`config.mk`:
```
export PLATFORM = sky130hd
export DESIGN_NAME = lcd_segment_controller
export DESIGN_NICKNAME = d
export VERILOG_FILES = /design/src/verilog/lcd_ram.v /design/src/verilog/lcd_clk_div.v /design/src/verilog/lcd_segment_controller.v
export VERILOG_INCLUDE_DIRS = /design/src /design/src/verilog
export SDC_FILE = /design/constraint.sdc
export NUM_CORES = 1
export LEC_CHECK = 0
export ABC_AREA = 1
export BUFFER_PORTS_ARGS = -buffer_cell sky130_fd_sc_hd__buf_4
export CORE_AREA = 2 2 197 199
export DETAILED_ROUTE_END_ITERATION = 7
export DIE_AREA = 0 0 199 201
export PLACE_DENSITY = 0.68
export SLEW_MARGIN = 10
export SYNTH_ARGS = -nofsm -noshare
export SYNTH_HDL_FRONTEND = slang
export SYNTH_SLANG_ARGS = --single-unit
export TNS_END_PERCENT = 20
```
`constraint.sdc`:
```
create_clock -name clk -period 2.9 [get_ports clk]
set_clock_uncertainty 0.1 [all_clocks]
set_input_delay 0.58 -clock clk [delete_from_list [all_inputs] [get_ports clk]]
set_output_delay 0.58 -clock clk [all_outputs]
set_load 0.005 [all_outputs]
```
`src/verilog/lcd_defines.vh`:
```
`ifndef LCD_DEFINES_VH
`define LCD_DEFINES_VH

// register indexes; byte address is four times the index
`define IDX_MODE 8'hdc
`define IDX_RAM_FIRST 8'he0
`define IDX_RAM_LAST 8'hf7
`define IDX_STATUS 8'hf8
`define ADDR_HI_ZERO 2'h0

// display ram geometry
`define RAM_DEPTH 24
`define RAM_AW 5
`define BYTES_PER_COM 3'h6
`define LAST_BYTE 3'h5
`define SEG_LOW_BIT 3

// mode register fields and reset value
`define MODE_RESET 8'h00
`define MUX_MSB 7
`define MUX_LSB 6
`define OSC_MSB 5
`define OSC_LSB 3
`define FRM_MSB 2
`define FRM_LSB 0

// multiplexing ratio codes
`define MUX_QUARTER 2'h0
`define MUX_STATIC 2'h1
`define MUX_HALF 2'h2
`define MUX_THIRD 2'h3

// oscillator divider codes and divisors
`define OSC_DIV32 3'h3
`define OSC_DIV64 3'h4
`define OSC_DIV128 3'h5
`define OSC_DIV256 3'h6
`define DIV_NONE 10'h000
`define DIV_32 10'h020
`define DIV_64 10'h040
`define DIV_128 10'h080
`define DIV_256 10'h100

// base frame divisors for codes 0..6, code 7 reserved
`define FRM_RESERVED 3'h7
`define DIV_512 10'h200
`define DIV_386 10'h182
`define DIV_192 10'h0c0
`define DIV_96 10'h060

// drive level codes
`define LVL_GND 2'h0
`define LVL_THIRD 2'h1
`define LVL_TWO_THIRD 2'h2
`define LVL_FULL 2'h3

// status register bits
`define STAT_ACTIVE 0
`define STAT_COM_LSB 1
`define STAT_COM_MSB 2
`define STAT_POL 3

`endif

```
`src/verilog/lcd_ram.v`:
```
`timescale 1ns/1ps
`include "lcd_defines.vh"

// display memory: cpu port and scan read port, registered reads, no reset
module lcd_ram
(
  input wire clk,
  input wire cpu_we,
  input wire [4:0] cpu_addr,
  input wire [7:0] cpu_wdata,
  output reg [7:0] cpu_rdata,
  input wire [4:0] scan_addr,
  output reg [7:0] scan_rdata
);

  reg [7:0] mem [0:`RAM_DEPTH-1];

  // contents are left arbitrary by reset
  always @(posedge clk)
  begin
    if (cpu_we)
      mem[cpu_addr] <= cpu_wdata;
    cpu_rdata <= mem[cpu_addr];
    scan_rdata <= mem[scan_addr];
  end

endmodule // lcd_ram

```
`src/verilog/lcd_clk_div.v`:
```
`timescale 1ns/1ps
`include "lcd_defines.vh"

// counts step pulses and emits one tick every divisor steps
module lcd_clk_div
(
  input wire clk,
  input wire srst,
  input wire run,
  input wire step,
  input wire [9:0] divisor,
  output reg tick
);

  reg [9:0] cnt_q;

  // restart whenever stopped so the first tick is a full period away
  always @(posedge clk)
  begin
    if (srst || !run)
    begin
      cnt_q <= 10'h000;
      tick <= 1'b0;
    end
    else if (step && (cnt_q == divisor - 10'h001))
    begin
      cnt_q <= 10'h000;
      tick <= 1'b1;
    end
    else
    begin
      if (step)
        cnt_q <= cnt_q + 10'h001;
      tick <= 1'b0;
    end
  end

endmodule // lcd_clk_div

```
`src/verilog/lcd_segment_controller.v`:
```
// What this block does
// - block makes all common and segment timing
// - bias divider off whenever display is off
// - thirds driven; half mode needs pins tied
// - one ram bit drives one element
// - bit one lights element, zero keeps off
// - ram at e0..f7, six bytes per common
// - segments ascend from lsb, low three unused
// - display ram not initialised by reset
// - unused common bytes stay plain storage
// - stop mode grounds every output
// - mode register at dc, three fields
// - ratio field sets scanned backplane count
// - oscillator field divides clock to reference
// - frame field divides reference, 111 reserved
// - ratio codes 00=4,01=1,10=2,11=3 backplanes
// - osc codes 000 off, 011..110 divide 32..256
// - frame rate is base over backplane count
// - oscillator failure grounds every output
`timescale 1ns/1ps
`include "lcd_defines.vh"

module lcd_segment_controller
(
  input wire clk,
  input wire srst,
  input wire psel,
  input wire penable,
  input wire pwrite,
  input wire [11:0] paddr,
  input wire [31:0] pwdata,
  output wire [31:0] prdata,
  output wire pready,
  output wire pslverr,
  input wire stop_mode,
  input wire osc_fail_async,
  output reg [7:0] backplane_lvl,
  output reg [89:0] segment_lvl,
  output reg bias_divider_en,
  output reg half_bias_sel
);

  // number of scanned backplanes for a ratio code
  function [2:0] com_count;
    input [1:0] code;
    begin
      case (code)
        `MUX_STATIC: com_count = 3'h1;
        `MUX_HALF: com_count = 3'h2;
        `MUX_THIRD: com_count = 3'h3;
        default: com_count = 3'h4;
      endcase
    end
  endfunction

  // main clock divisor, zero means display clock stopped
  function [9:0] osc_div;
    input [2:0] code;
    begin
      case (code)
        `OSC_DIV32: osc_div = `DIV_32;
        `OSC_DIV64: osc_div = `DIV_64;
        `OSC_DIV128: osc_div = `DIV_128;
        `OSC_DIV256: osc_div = `DIV_256;
        default: osc_div = `DIV_NONE;
      endcase
    end
  endfunction

  // reference divisor for the base frame
  function [9:0] frame_div;
    input [2:0] code;
    begin
      case (code)
        3'h0: frame_div = `DIV_512;
        3'h1: frame_div = `DIV_386;
        3'h2: frame_div = `DIV_256;
        3'h3: frame_div = `DIV_192;
        3'h4: frame_div = `DIV_128;
        3'h5: frame_div = `DIV_96;
        3'h6: frame_div = `DIV_64;
        default: frame_div = `DIV_NONE;
      endcase
    end
  endfunction

  // level on one backplane
  function [1:0] com_level;
    input sel;
    input pol;
    input is_static;
    begin
      if (sel || is_static)
        com_level = pol ? `LVL_FULL : `LVL_GND;
      else
        com_level = pol ? `LVL_THIRD : `LVL_TWO_THIRD;
    end
  endfunction

  // level on one segment against the selected backplane
  function [1:0] seg_level;
    input on;
    input pol;
    input is_static;
    begin
      if (on)
        seg_level = pol ? `LVL_GND : `LVL_FULL;
      else if (is_static)
        seg_level = pol ? `LVL_FULL : `LVL_GND;
      else
        seg_level = pol ? `LVL_TWO_THIRD : `LVL_THIRD;
    end
  endfunction

  reg [7:0] mode_q;
  reg ack_q;
  reg rd_ram_q;
  reg err_q;
  reg [31:0] prdata_q;
  reg fail_meta_q;
  reg fail_q;
  reg [1:0] com_q;
  reg pol_q;
  reg [2:0] fetch_q;
  reg [2:0] fetch_prev_q;
  reg fetch_vld_q;
  reg [47:0] seg_bytes_q;
  wire [7:0] cpu_rdata;
  wire [7:0] scan_rdata;
  wire ref_tick;
  wire frame_tick;

  // apb decode on the word index
  wire [7:0] idx = paddr[9:2];
  wire in_page = (paddr[11:10] == `ADDR_HI_ZERO);
  wire hit_mode = in_page && (idx == `IDX_MODE);
  wire hit_stat = in_page && (idx == `IDX_STATUS);
  wire hit_ram = in_page && (idx >= `IDX_RAM_FIRST) && (idx <= `IDX_RAM_LAST);
  wire [7:0] ram_off = idx - `IDX_RAM_FIRST;
  wire access = psel && penable;
  wire first = access && !ack_q;
  wire done = access && ack_q;

  // mode fields
  wire [1:0] mux_sel = mode_q[`MUX_MSB:`MUX_LSB];
  wire [2:0] osc_sel = mode_q[`OSC_MSB:`OSC_LSB];
  wire [2:0] frm_sel = mode_q[`FRM_MSB:`FRM_LSB];
  wire [2:0] n_com = com_count(mux_sel);
  wire [9:0] osc_divisor = osc_div(osc_sel);
  wire [9:0] frm_divisor = frame_div(frm_sel);
  wire is_static = (mux_sel == `MUX_STATIC);

  // display runs only with a clock, a legal frame code, no stop, no failure
  wire drv_on = (osc_divisor != `DIV_NONE) && (frm_sel != `FRM_RESERVED)
    && !stop_mode && !fail_q;

  // scan read address: six bytes per backplane
  wire [4:0] scan_addr = {com_q, 3'h0} - {2'h0, com_q, 1'b0}
    + {2'h0, fetch_q};

  // one wait state on every transfer, then ready
  assign pready = done;
  assign pslverr = done && err_q;
  assign prdata = rd_ram_q ? {24'h000000, cpu_rdata} : prdata_q;

  // apb handshake and read data capture
  always @(posedge clk)
  begin
    if (srst)
    begin
      ack_q <= 1'b0;
      rd_ram_q <= 1'b0;
      err_q <= 1'b0;
      prdata_q <= 32'h00000000;
    end
    else
    begin
      ack_q <= first;
      if (first)
      begin
        rd_ram_q <= hit_ram && !pwrite;
        err_q <= !(hit_mode || hit_stat || hit_ram);
        if (hit_mode)
          prdata_q <= {24'h000000, mode_q};
        else if (hit_stat)
          prdata_q <= {28'h0000000, pol_q, com_q, drv_on};
        else
          prdata_q <= 32'h00000000;
      end
    end
  end

  // mode register, written at the completing edge
  always @(posedge clk)
  begin
    if (srst)
      mode_q <= `MODE_RESET;
    else if (done && pwrite && hit_mode)
      mode_q <= pwdata[7:0];
  end

  // failure flag from the clock supervisor, two-stage sync
  always @(posedge clk)
  begin
    if (srst)
    begin
      fail_meta_q <= 1'b0;
      fail_q <= 1'b0;
    end
    else
    begin
      fail_meta_q <= osc_fail_async;
      fail_q <= fail_meta_q;
    end
  end

  // display memory, every byte plain storage whatever the ratio
  lcd_ram u_ram
  (
    .clk(clk),
    .cpu_we(done && pwrite && hit_ram),
    .cpu_addr(ram_off[4:0]),
    .cpu_wdata(pwdata[7:0]),
    .cpu_rdata(cpu_rdata),
    .scan_addr(scan_addr),
    .scan_rdata(scan_rdata)
  );

  // main clock down to the reference
  lcd_clk_div u_ref_div
  (
    .clk(clk),
    .srst(srst),
    .run(drv_on),
    .step(1'b1),
    .divisor(osc_divisor),
    .tick(ref_tick)
  );

  // reference down to the base frame rate
  lcd_clk_div u_frame_div
  (
    .clk(clk),
    .srst(srst),
    .run(drv_on),
    .step(ref_tick),
    .divisor(frm_divisor),
    .tick(frame_tick)
  );

  // backplane stepping, one per base tick, inversion per full frame
  always @(posedge clk)
  begin
    if (srst || !drv_on)
    begin
      com_q <= 2'h0;
      pol_q <= 1'b0;
    end
    else if (frame_tick)
    begin
      if ({1'b0, com_q} >= n_com - 3'h1)
      begin
        com_q <= 2'h0;
        pol_q <= !pol_q;
      end
      else
        com_q <= com_q + 2'h1;
    end
  end

  // continuous fetch of the six bytes of the current backplane
  always @(posedge clk)
  begin
    if (srst)
    begin
      fetch_q <= 3'h0;
      fetch_prev_q <= 3'h0;
      fetch_vld_q <= 1'b0;
      seg_bytes_q <= 48'h000000000000;
    end
    else
    begin
      fetch_q <= (fetch_q == `LAST_BYTE) ? 3'h0 : fetch_q + 3'h1;
      fetch_prev_q <= fetch_q;
      fetch_vld_q <= drv_on;
      if (fetch_vld_q)
        seg_bytes_q[fetch_prev_q*8 +: 8] <= scan_rdata;
    end
  end

  // output levels, all grounded while the display is off
  always @(posedge clk)
  begin : drive
    integer i;
    if (srst || !drv_on)
    begin
      backplane_lvl <= 8'h00;
      segment_lvl <= 90'h0;
      bias_divider_en <= 1'b0;
      half_bias_sel <= 1'b0;
    end
    else
    begin
      bias_divider_en <= 1'b1;
      half_bias_sel <= (mux_sel == `MUX_HALF);
      for (i = 0; i < 4; i = i + 1)
      begin
        if (i < n_com)
          backplane_lvl[i*2 +: 2] <= com_level(com_q == i, pol_q, is_static);
        else
          backplane_lvl[i*2 +: 2] <= `LVL_GND;
      end
      for (i = 0; i < 45; i = i + 1)
        segment_lvl[i*2 +: 2] <= seg_level(seg_bytes_q[i + `SEG_LOW_BIT], pol_q,
          is_static);
    end
  end

endmodule // lcd_segment_controller

```
==> results of run 1 <==
cell families after synthesis:
group,share of synthesized area
compound gates,0.131
xor+xnor,0.0106
fa+ha+maj,0.0160
buf+inv,0.0738
flops,0.536
mux,0.00354
other cells,0.000200
simple gates,0.228
synthesized netlist by cell type (6+ instances only):
cell	number	area (um2)
nand2_1	583	2190
dfxtp_1	214	4280
nor2_1	197	739
edfxtp_1	192	5770
o21ai_0	174	871
inv_1	156	586
a21oi_2	88	771
nand3_1	88	440
a21oi_1	65	325
or2_2	57	357
clkbuf_1	52	195
o211ai_1	42	315
buf_2	39	195
buf_4	28	210
nand4_1	26	163
ha_1	24	300
nor3_1	21	105
or2_1	15	93.8
buf_6	12	135
xor2_1	11	96.3
inv_2	9	33.8
a211oi_1	8	60.1
o22ai_1	8	50.1
xnor2_1	8	70.1
nor2_2	6	37.5
per-layer routing:
layer	up-vias	part of all wire	global-route usage
met2	708	0.48	0.412
met1	7026	0.41	0.320
li1	7356	-	-
met4	0	0.034	0.0888
met3	130	0.083	0.0380
met5	-	0	0
how the worst min path moves through the flow:
stage	slack, ps	cells past startpoint	end
2_1_floorplan	290	2	fail_q
6_report	120	3	fail_meta_q
3_5_place_dp	300	2	fail_q
5_1_grt	150	3	fail_meta_q
3_3_place_gp	300	2	fail_q
4_1_cts	110	3	fail_meta_q
state kept, by name, summed over array words and instances, names as in the netlist, 3 cells and up:
| signal | cells |
|---|---|
| backplane_lvl | 8 |
| segment_lvl | 90 |
| mode_q | 8 |
| fetch_prev_q | 3 |
| u_ram.mem | 192 |
| u_ram.scan_rdata | 8 |
| u_ref_div.cnt_q | 10 |
| fetch_q | 3 |
| seg_bytes_q | 45 |
| u_frame_div.cnt_q | 10 |
| u_ram.cpu_rdata | 8 |
| prdata_q | 8 |
layout make-up:
type | instances | area share
flip-flops and latches | 406 | 0.461
multi-input cells | 1477 | 0.340
well taps | 518 | 0.0297
clock buffers | 55 | 0.0577
inverters | 170 | 0.0296
clock inverters | 26 | 0.00976
repair buffers | 199 | 0.0720
power groups by stage:
stage                     Combinational, uW  Clock, uW  Sequential [uW]
after floorplan                         629          0             6210
after global placement                  966          0             6250
after detailed placement                980          0             6250
after CTS                               984       5690             6130
after global routing                   1090       5920             6130
final                                  1000       5570             6130
worst max-delay path: stages, from the launching register on:
cell	delay [ps]
dfxtp_1	470
inv_2	100
ha_1	220
ha_1	210
inv_1	140
nand2_1	150
a21oi_2	180
nand4_1	420
inv_1	280
o21ai_0	130
nor2_1	90
through the flow:
stage | setup slack [ps] | total power (uW) | hold WS (ps) | area, um2 | cells
floorplan | 652 | 6840 | 288 | 18800 | 2185
global route | 111 | 13100 | 148 | 21800 | 2851
detailed placement | 276 | 7230 | 303 | 20300 | 2770
finish | 339 | 12700 | 123 | 21800 | 2851
global placement | 304 | 7220 | 299 | 20300 | 2770
CTS | 389 | 12800 | 113 | 21800 | 2851
==> key figures, run 1 <==
Outcome
  – Status: complete, no violations

Timing
  – Setup TNS: 0 ps
  – Final-report hold violation count: 0
  – RSZ-0062 raised after global routing: no
  – Min cycle time layout: 2560 ps
  – Max Fclk: 391 MHz
  – Final setup violation count: 0
  – Period utilization: 0.883
  – Tightest Pin Transition: 838 ps
  – Max_slew headroom: 0.441
  – Slew Viols, Final: 0

Global route
  – Vias in the first global route: 14500
  – Grt total ovfl: 0
  – GR Util All Layers: 0.245
  – Pin count of the biggest net entering global routing: 88
  – Global-route wire length before repair: 76800 um
  – Initial antenna violation count: 0

Placed design
  – Placer Congestion: 0.933
  – HPWL Detailed: 33300 um
  – Buffers added on ports: 134

Route
  – Drt initial violations: 1616
  – Via count: 15200
  – First-pass DRT Iterations: 6
  – Vias/cell: 5.34
  – Routed Antenna Nets: 0
  – Wire per inst: 17.2 um
  – Remaining DRCs: 0
  – Total wire length: 49200 um

Pwr
  – NetSw: 3090 uW
  – Power per Cell Area: 583 mW/mm2
  – Clock share of power: 0.439
  – Combinational cell fraction of total power: 0.079
  – Peak VDD IR: 0.584 mV
  – Pleak: 0.00898 uW
  – Part of the power in registers: 0.482
  – Int Power: 9610 uW
  – Sw Ratio: 0.243

Final layout
  – Filler cells: 3361
  – Sequential cell area: 0.0101 mm2
  – Area of the multi-input gates: 0.00740 mm2
  – Share of cells above drive strength 1: 0.196
  – Antenna Cells: 0
  – Layout area overhead: 16.3%
  – Commonest non-fill, non-tap cells in the layout: 583 x nand2_1, 213 x dfxtp_1, 197 x nor2_1, 193 x buf_4, 192 x edfxtp_1
  – Post-layout util: 0.572
  – Most common cell after layout, fill and taps aside: nand2_1
  – Fin nets: 2373

Die
  – Die Wd: 199 um
  – Core area: 0.0381 mm2
  – # rows: 72
  – I/O pins: 185
  – Vert. Die Dim: 201 um
  – Initial Util: 0.492
  – Die ar.: 0.0400 mm2

Worst setup path
  – Worst Setup End Kind: flop
  – CP arrival: 2950 ps
  – CP startpoint: fetch_prev_q[0]
  – Worst path required time: 3290 ps
  – Setup CP Type: flop to flop
  – R2R depth: 10
  – Crit path launch type: flop
  – Crit path max fanout: 13
  – R2r startpoint: fetch_prev_q[0]
  – R2R Setup Slk: 340 ps
  – CP Capture Point: seg_bytes_q[37]
  – Worst R2R End: seg_bytes_q[37]

Yosys
  – Top_reg_cell synth: dfxtp_1
  – Synth Register Bits: 406
  – Synth Cell Area: 0.0187 mm2
  – Post-synthesis sequential area ratio: 0.536
  – Post-synth ARST share: 0
  – Synth Instances: 2162
  – Number of flops mapped to enable cells by yosys: 192
  – Synth Warn #: 0
  – Cell variety after synth: 47
  – Avg Inst Size Synth: 8.67 um2

Clocking
  – # resized after CTS: 0
  – Root Driver: clkbuf_16
  – Postcts setup bufs: 0
  – CTS HTree Levels: 2
  – Clk buf depth: 3
  – TritonCTS clock tree: yes
  – Worst-Skew Late Latency: 560 ps
  – Clock transition at path regs: 60 ps
  – CTS Buf Count: 44
  – Num Clock Sinks: 406
  – Hold_buf cts: 0

Worst hold path
  – Hold WC Path Type: input pin to flop
  – Hold_sp: osc_fail_async

Run
  – Max Cap Viol: 0
Power figures use the tool's default switching activity.
==> run 2: changes to the inputs <==
- CORE_AREA: 2 2 197 199 -> 3 3 198 200
- CTS_BUF_LIST: unset -> sky130_fd_sc_hd__clkbuf_4
- DIE_AREA: 0 0 199 201 -> 0 0 201 203
==> key figures, run 2 (synthesis results as in run 1) <==
Timing
  – Min cycle time layout: 2630 ps
  – Max Fclk: 380 MHz
  – Setup TNS: 0 ps
  – Tightest Pin Transition: 561 ps
  – Slew Viols, Final: 0
  – Period utilization: 0.907
  – Max_slew headroom: 0.626
  – RSZ-0062 raised after global routing: no
  – Final-report hold violation count: 0
  – Final setup violation count: 0
  – Fin worst setup slack: 269 ps

Outcome
  – Status: complete, no violations

Pwr
  – Power per Cell Area: 551 mW/mm2
  – Int Power: 8870 uW
  – Pleak: 0.00907 uW
  – Peak VDD IR: 0.437 mV
  – Sw Ratio: 0.257
  – Pwr Total: 11900 uW
  – Clock share of power: 0.403
  – NetSw: 3070 uW
  – Combinational cell fraction of total power: 0.083
  – Part of the power in registers: 0.514

Final layout
  – Commonest non-fill, non-tap cells in the layout: 583 x nand2_1, 213 x dfxtp_1, 200 x buf_4, 197 x nor2_1, 192 x edfxtp_1
  – Largest register FFs: 192
  – Most common cell after layout, fill and taps aside: nand2_1
  – Layout area overhead: 15.6%
  – Area of the multi-input gates: 0.00740 mm2
  – Sequential cell area: 0.0101 mm2
  – Filler cells: 3378
  – Share of cells above drive strength 1: 0.225
  – Largest registers: u_ram.mem (192), segment_lvl (90), seg_bytes_q (45)
  – Fin nets: 2440
  – Largest Register: u_ram.mem
  – Design area: 0.0217 mm2

Worst setup path
  – Worst Setup End Kind: primary output
  – Crit path launch type: flop
  – R2R depth: 10
  – R2r startpoint: fetch_prev_q[0]
  – Worst path required time: 2220 ps
  – CP startpoint: rd_ram_q
  – R2R Setup Slk: 330 ps
  – Setup CP Type: flop to primary output
  – CP arrival: 1950 ps
  – Crit path max fanout: 12

Global route
  – Initial antenna violation count: 2
  – Grt total ovfl: 0
  – Global-route wire length before repair: 78900 um
  – Pin count of the biggest net entering global routing: 62
  – GR Util All Layers: 0.243
  – Vias in the first global route: 14800

Clocking
  – Postcts setup bufs: 0
  – Root Driver: clkbuf_4
  – CTS Buf Count: 104
  – CTS HTree Levels: 3
  – Num Clock Sinks: 406
  – Worst-Skew Late Latency: 810 ps
  – Clock transition at path regs: 70 ps
  – TritonCTS clock tree: yes
  – Clk buf depth: 3

Route
  – Routed Antenna Nets: 0
  – Drt initial violations: 1303
  – Remaining DRCs: 0
  – Wire per inst: 16.9 um
  – Via count: 15500
  – First-pass DRT Iterations: 5
  – Vias/cell: 5.24
  – Total wire length: 50100 um

Run
  – Max Cap Viol: 0

Die
  – # rows: 71
  – I/O pins: 185
  – Core area: 0.0376 mm2
  – Die ar.: 0.0408 mm2
  – Vert. Die Dim: 203 um
  – Initial Util: 0.499
  – Die Wd: 201 um

Placed design
  – Setup WS pre-CTS: 315 ps
  – Buffers added on ports: 134
  – HPWL Detailed: 33600 um
  – Placer Congestion: 0.940
  – Placed instance area: 0.0203 mm2

Worst hold path
  – Hold depth: 3
  – Hold WC Path Type: input pin to flop
  – Hold_sp: paddr[6]
[run 2: cell types whose count changed in the layout (fill, tap and decap cells not counted), sizes merged]
cell	previous run	this run
dlygate4sd3	0	2
buf	199	204
bufinv	2	1
clkbuf	55	156
diode	0	3
clkinv	23	32
clkinvlp	3	0
[run 2: final timing paths]
path | end
worst max register to register | seg_bytes_q[37]
worst min-delay path | u_ram.cpu_rdata[1]
worst min register to register | fail_q
worst max-delay path | prdata[0]
[run 2: metal layers]
layer | GRT usage | part of all wire
met1 | 0.317 | 0.42
met4 | 0.106 | 0.035
met2 | 0.397 | 0.47
met3 | 0.0467 | 0.078
met5 | 0 | 0
[run 2: what timing repair did]
item	CTS	global route
resized for setup	0	0
hold buffers	2	0
hold endpoints to repair	2	0
[run 2: power by group through the flow]
stage | registers (uW) | clock network [uW] | logic [uW]
2_1_floorplan | 6210 | 0 | 629
6_report | 6140 | 4810 | 992
5_1_grt | 6140 | 5270 | 1090
3_5_place_dp | 6270 | 0 | 967
3_3_place_gp | 6270 | 0 | 954
4_1_cts | 6140 | 4940 | 974
[run 2: worst max-delay path, cell delays in order, from the launching register on]
cell and delay, ps:
dfxtp_1 600, mux2_2 420, buf_4 140
[run 2: layout make-up]
type                       count  share of cell area
antenna                        3            0.000346
clock buffer                 156              0.0541
clock inverter                31             0.00681
tap                          511              0.0295
sequential                   406               0.464
multi-input combinational   1477               0.342
inverter                     170              0.0298
timing repair buffer         206              0.0739
[run 2: per-stage QoR]
step / hold WS, ps / utilization / std cells
floorplan: 288 / - / 2185
global placement: 299 / 0.541 / 2768
detailed placement: 315 / 0.541 / 2768
CTS: 19.4 / 0.576 / 2957
global route: 22.0 / 0.577 / 2959
finish: 81.9 / 0.577 / 2960
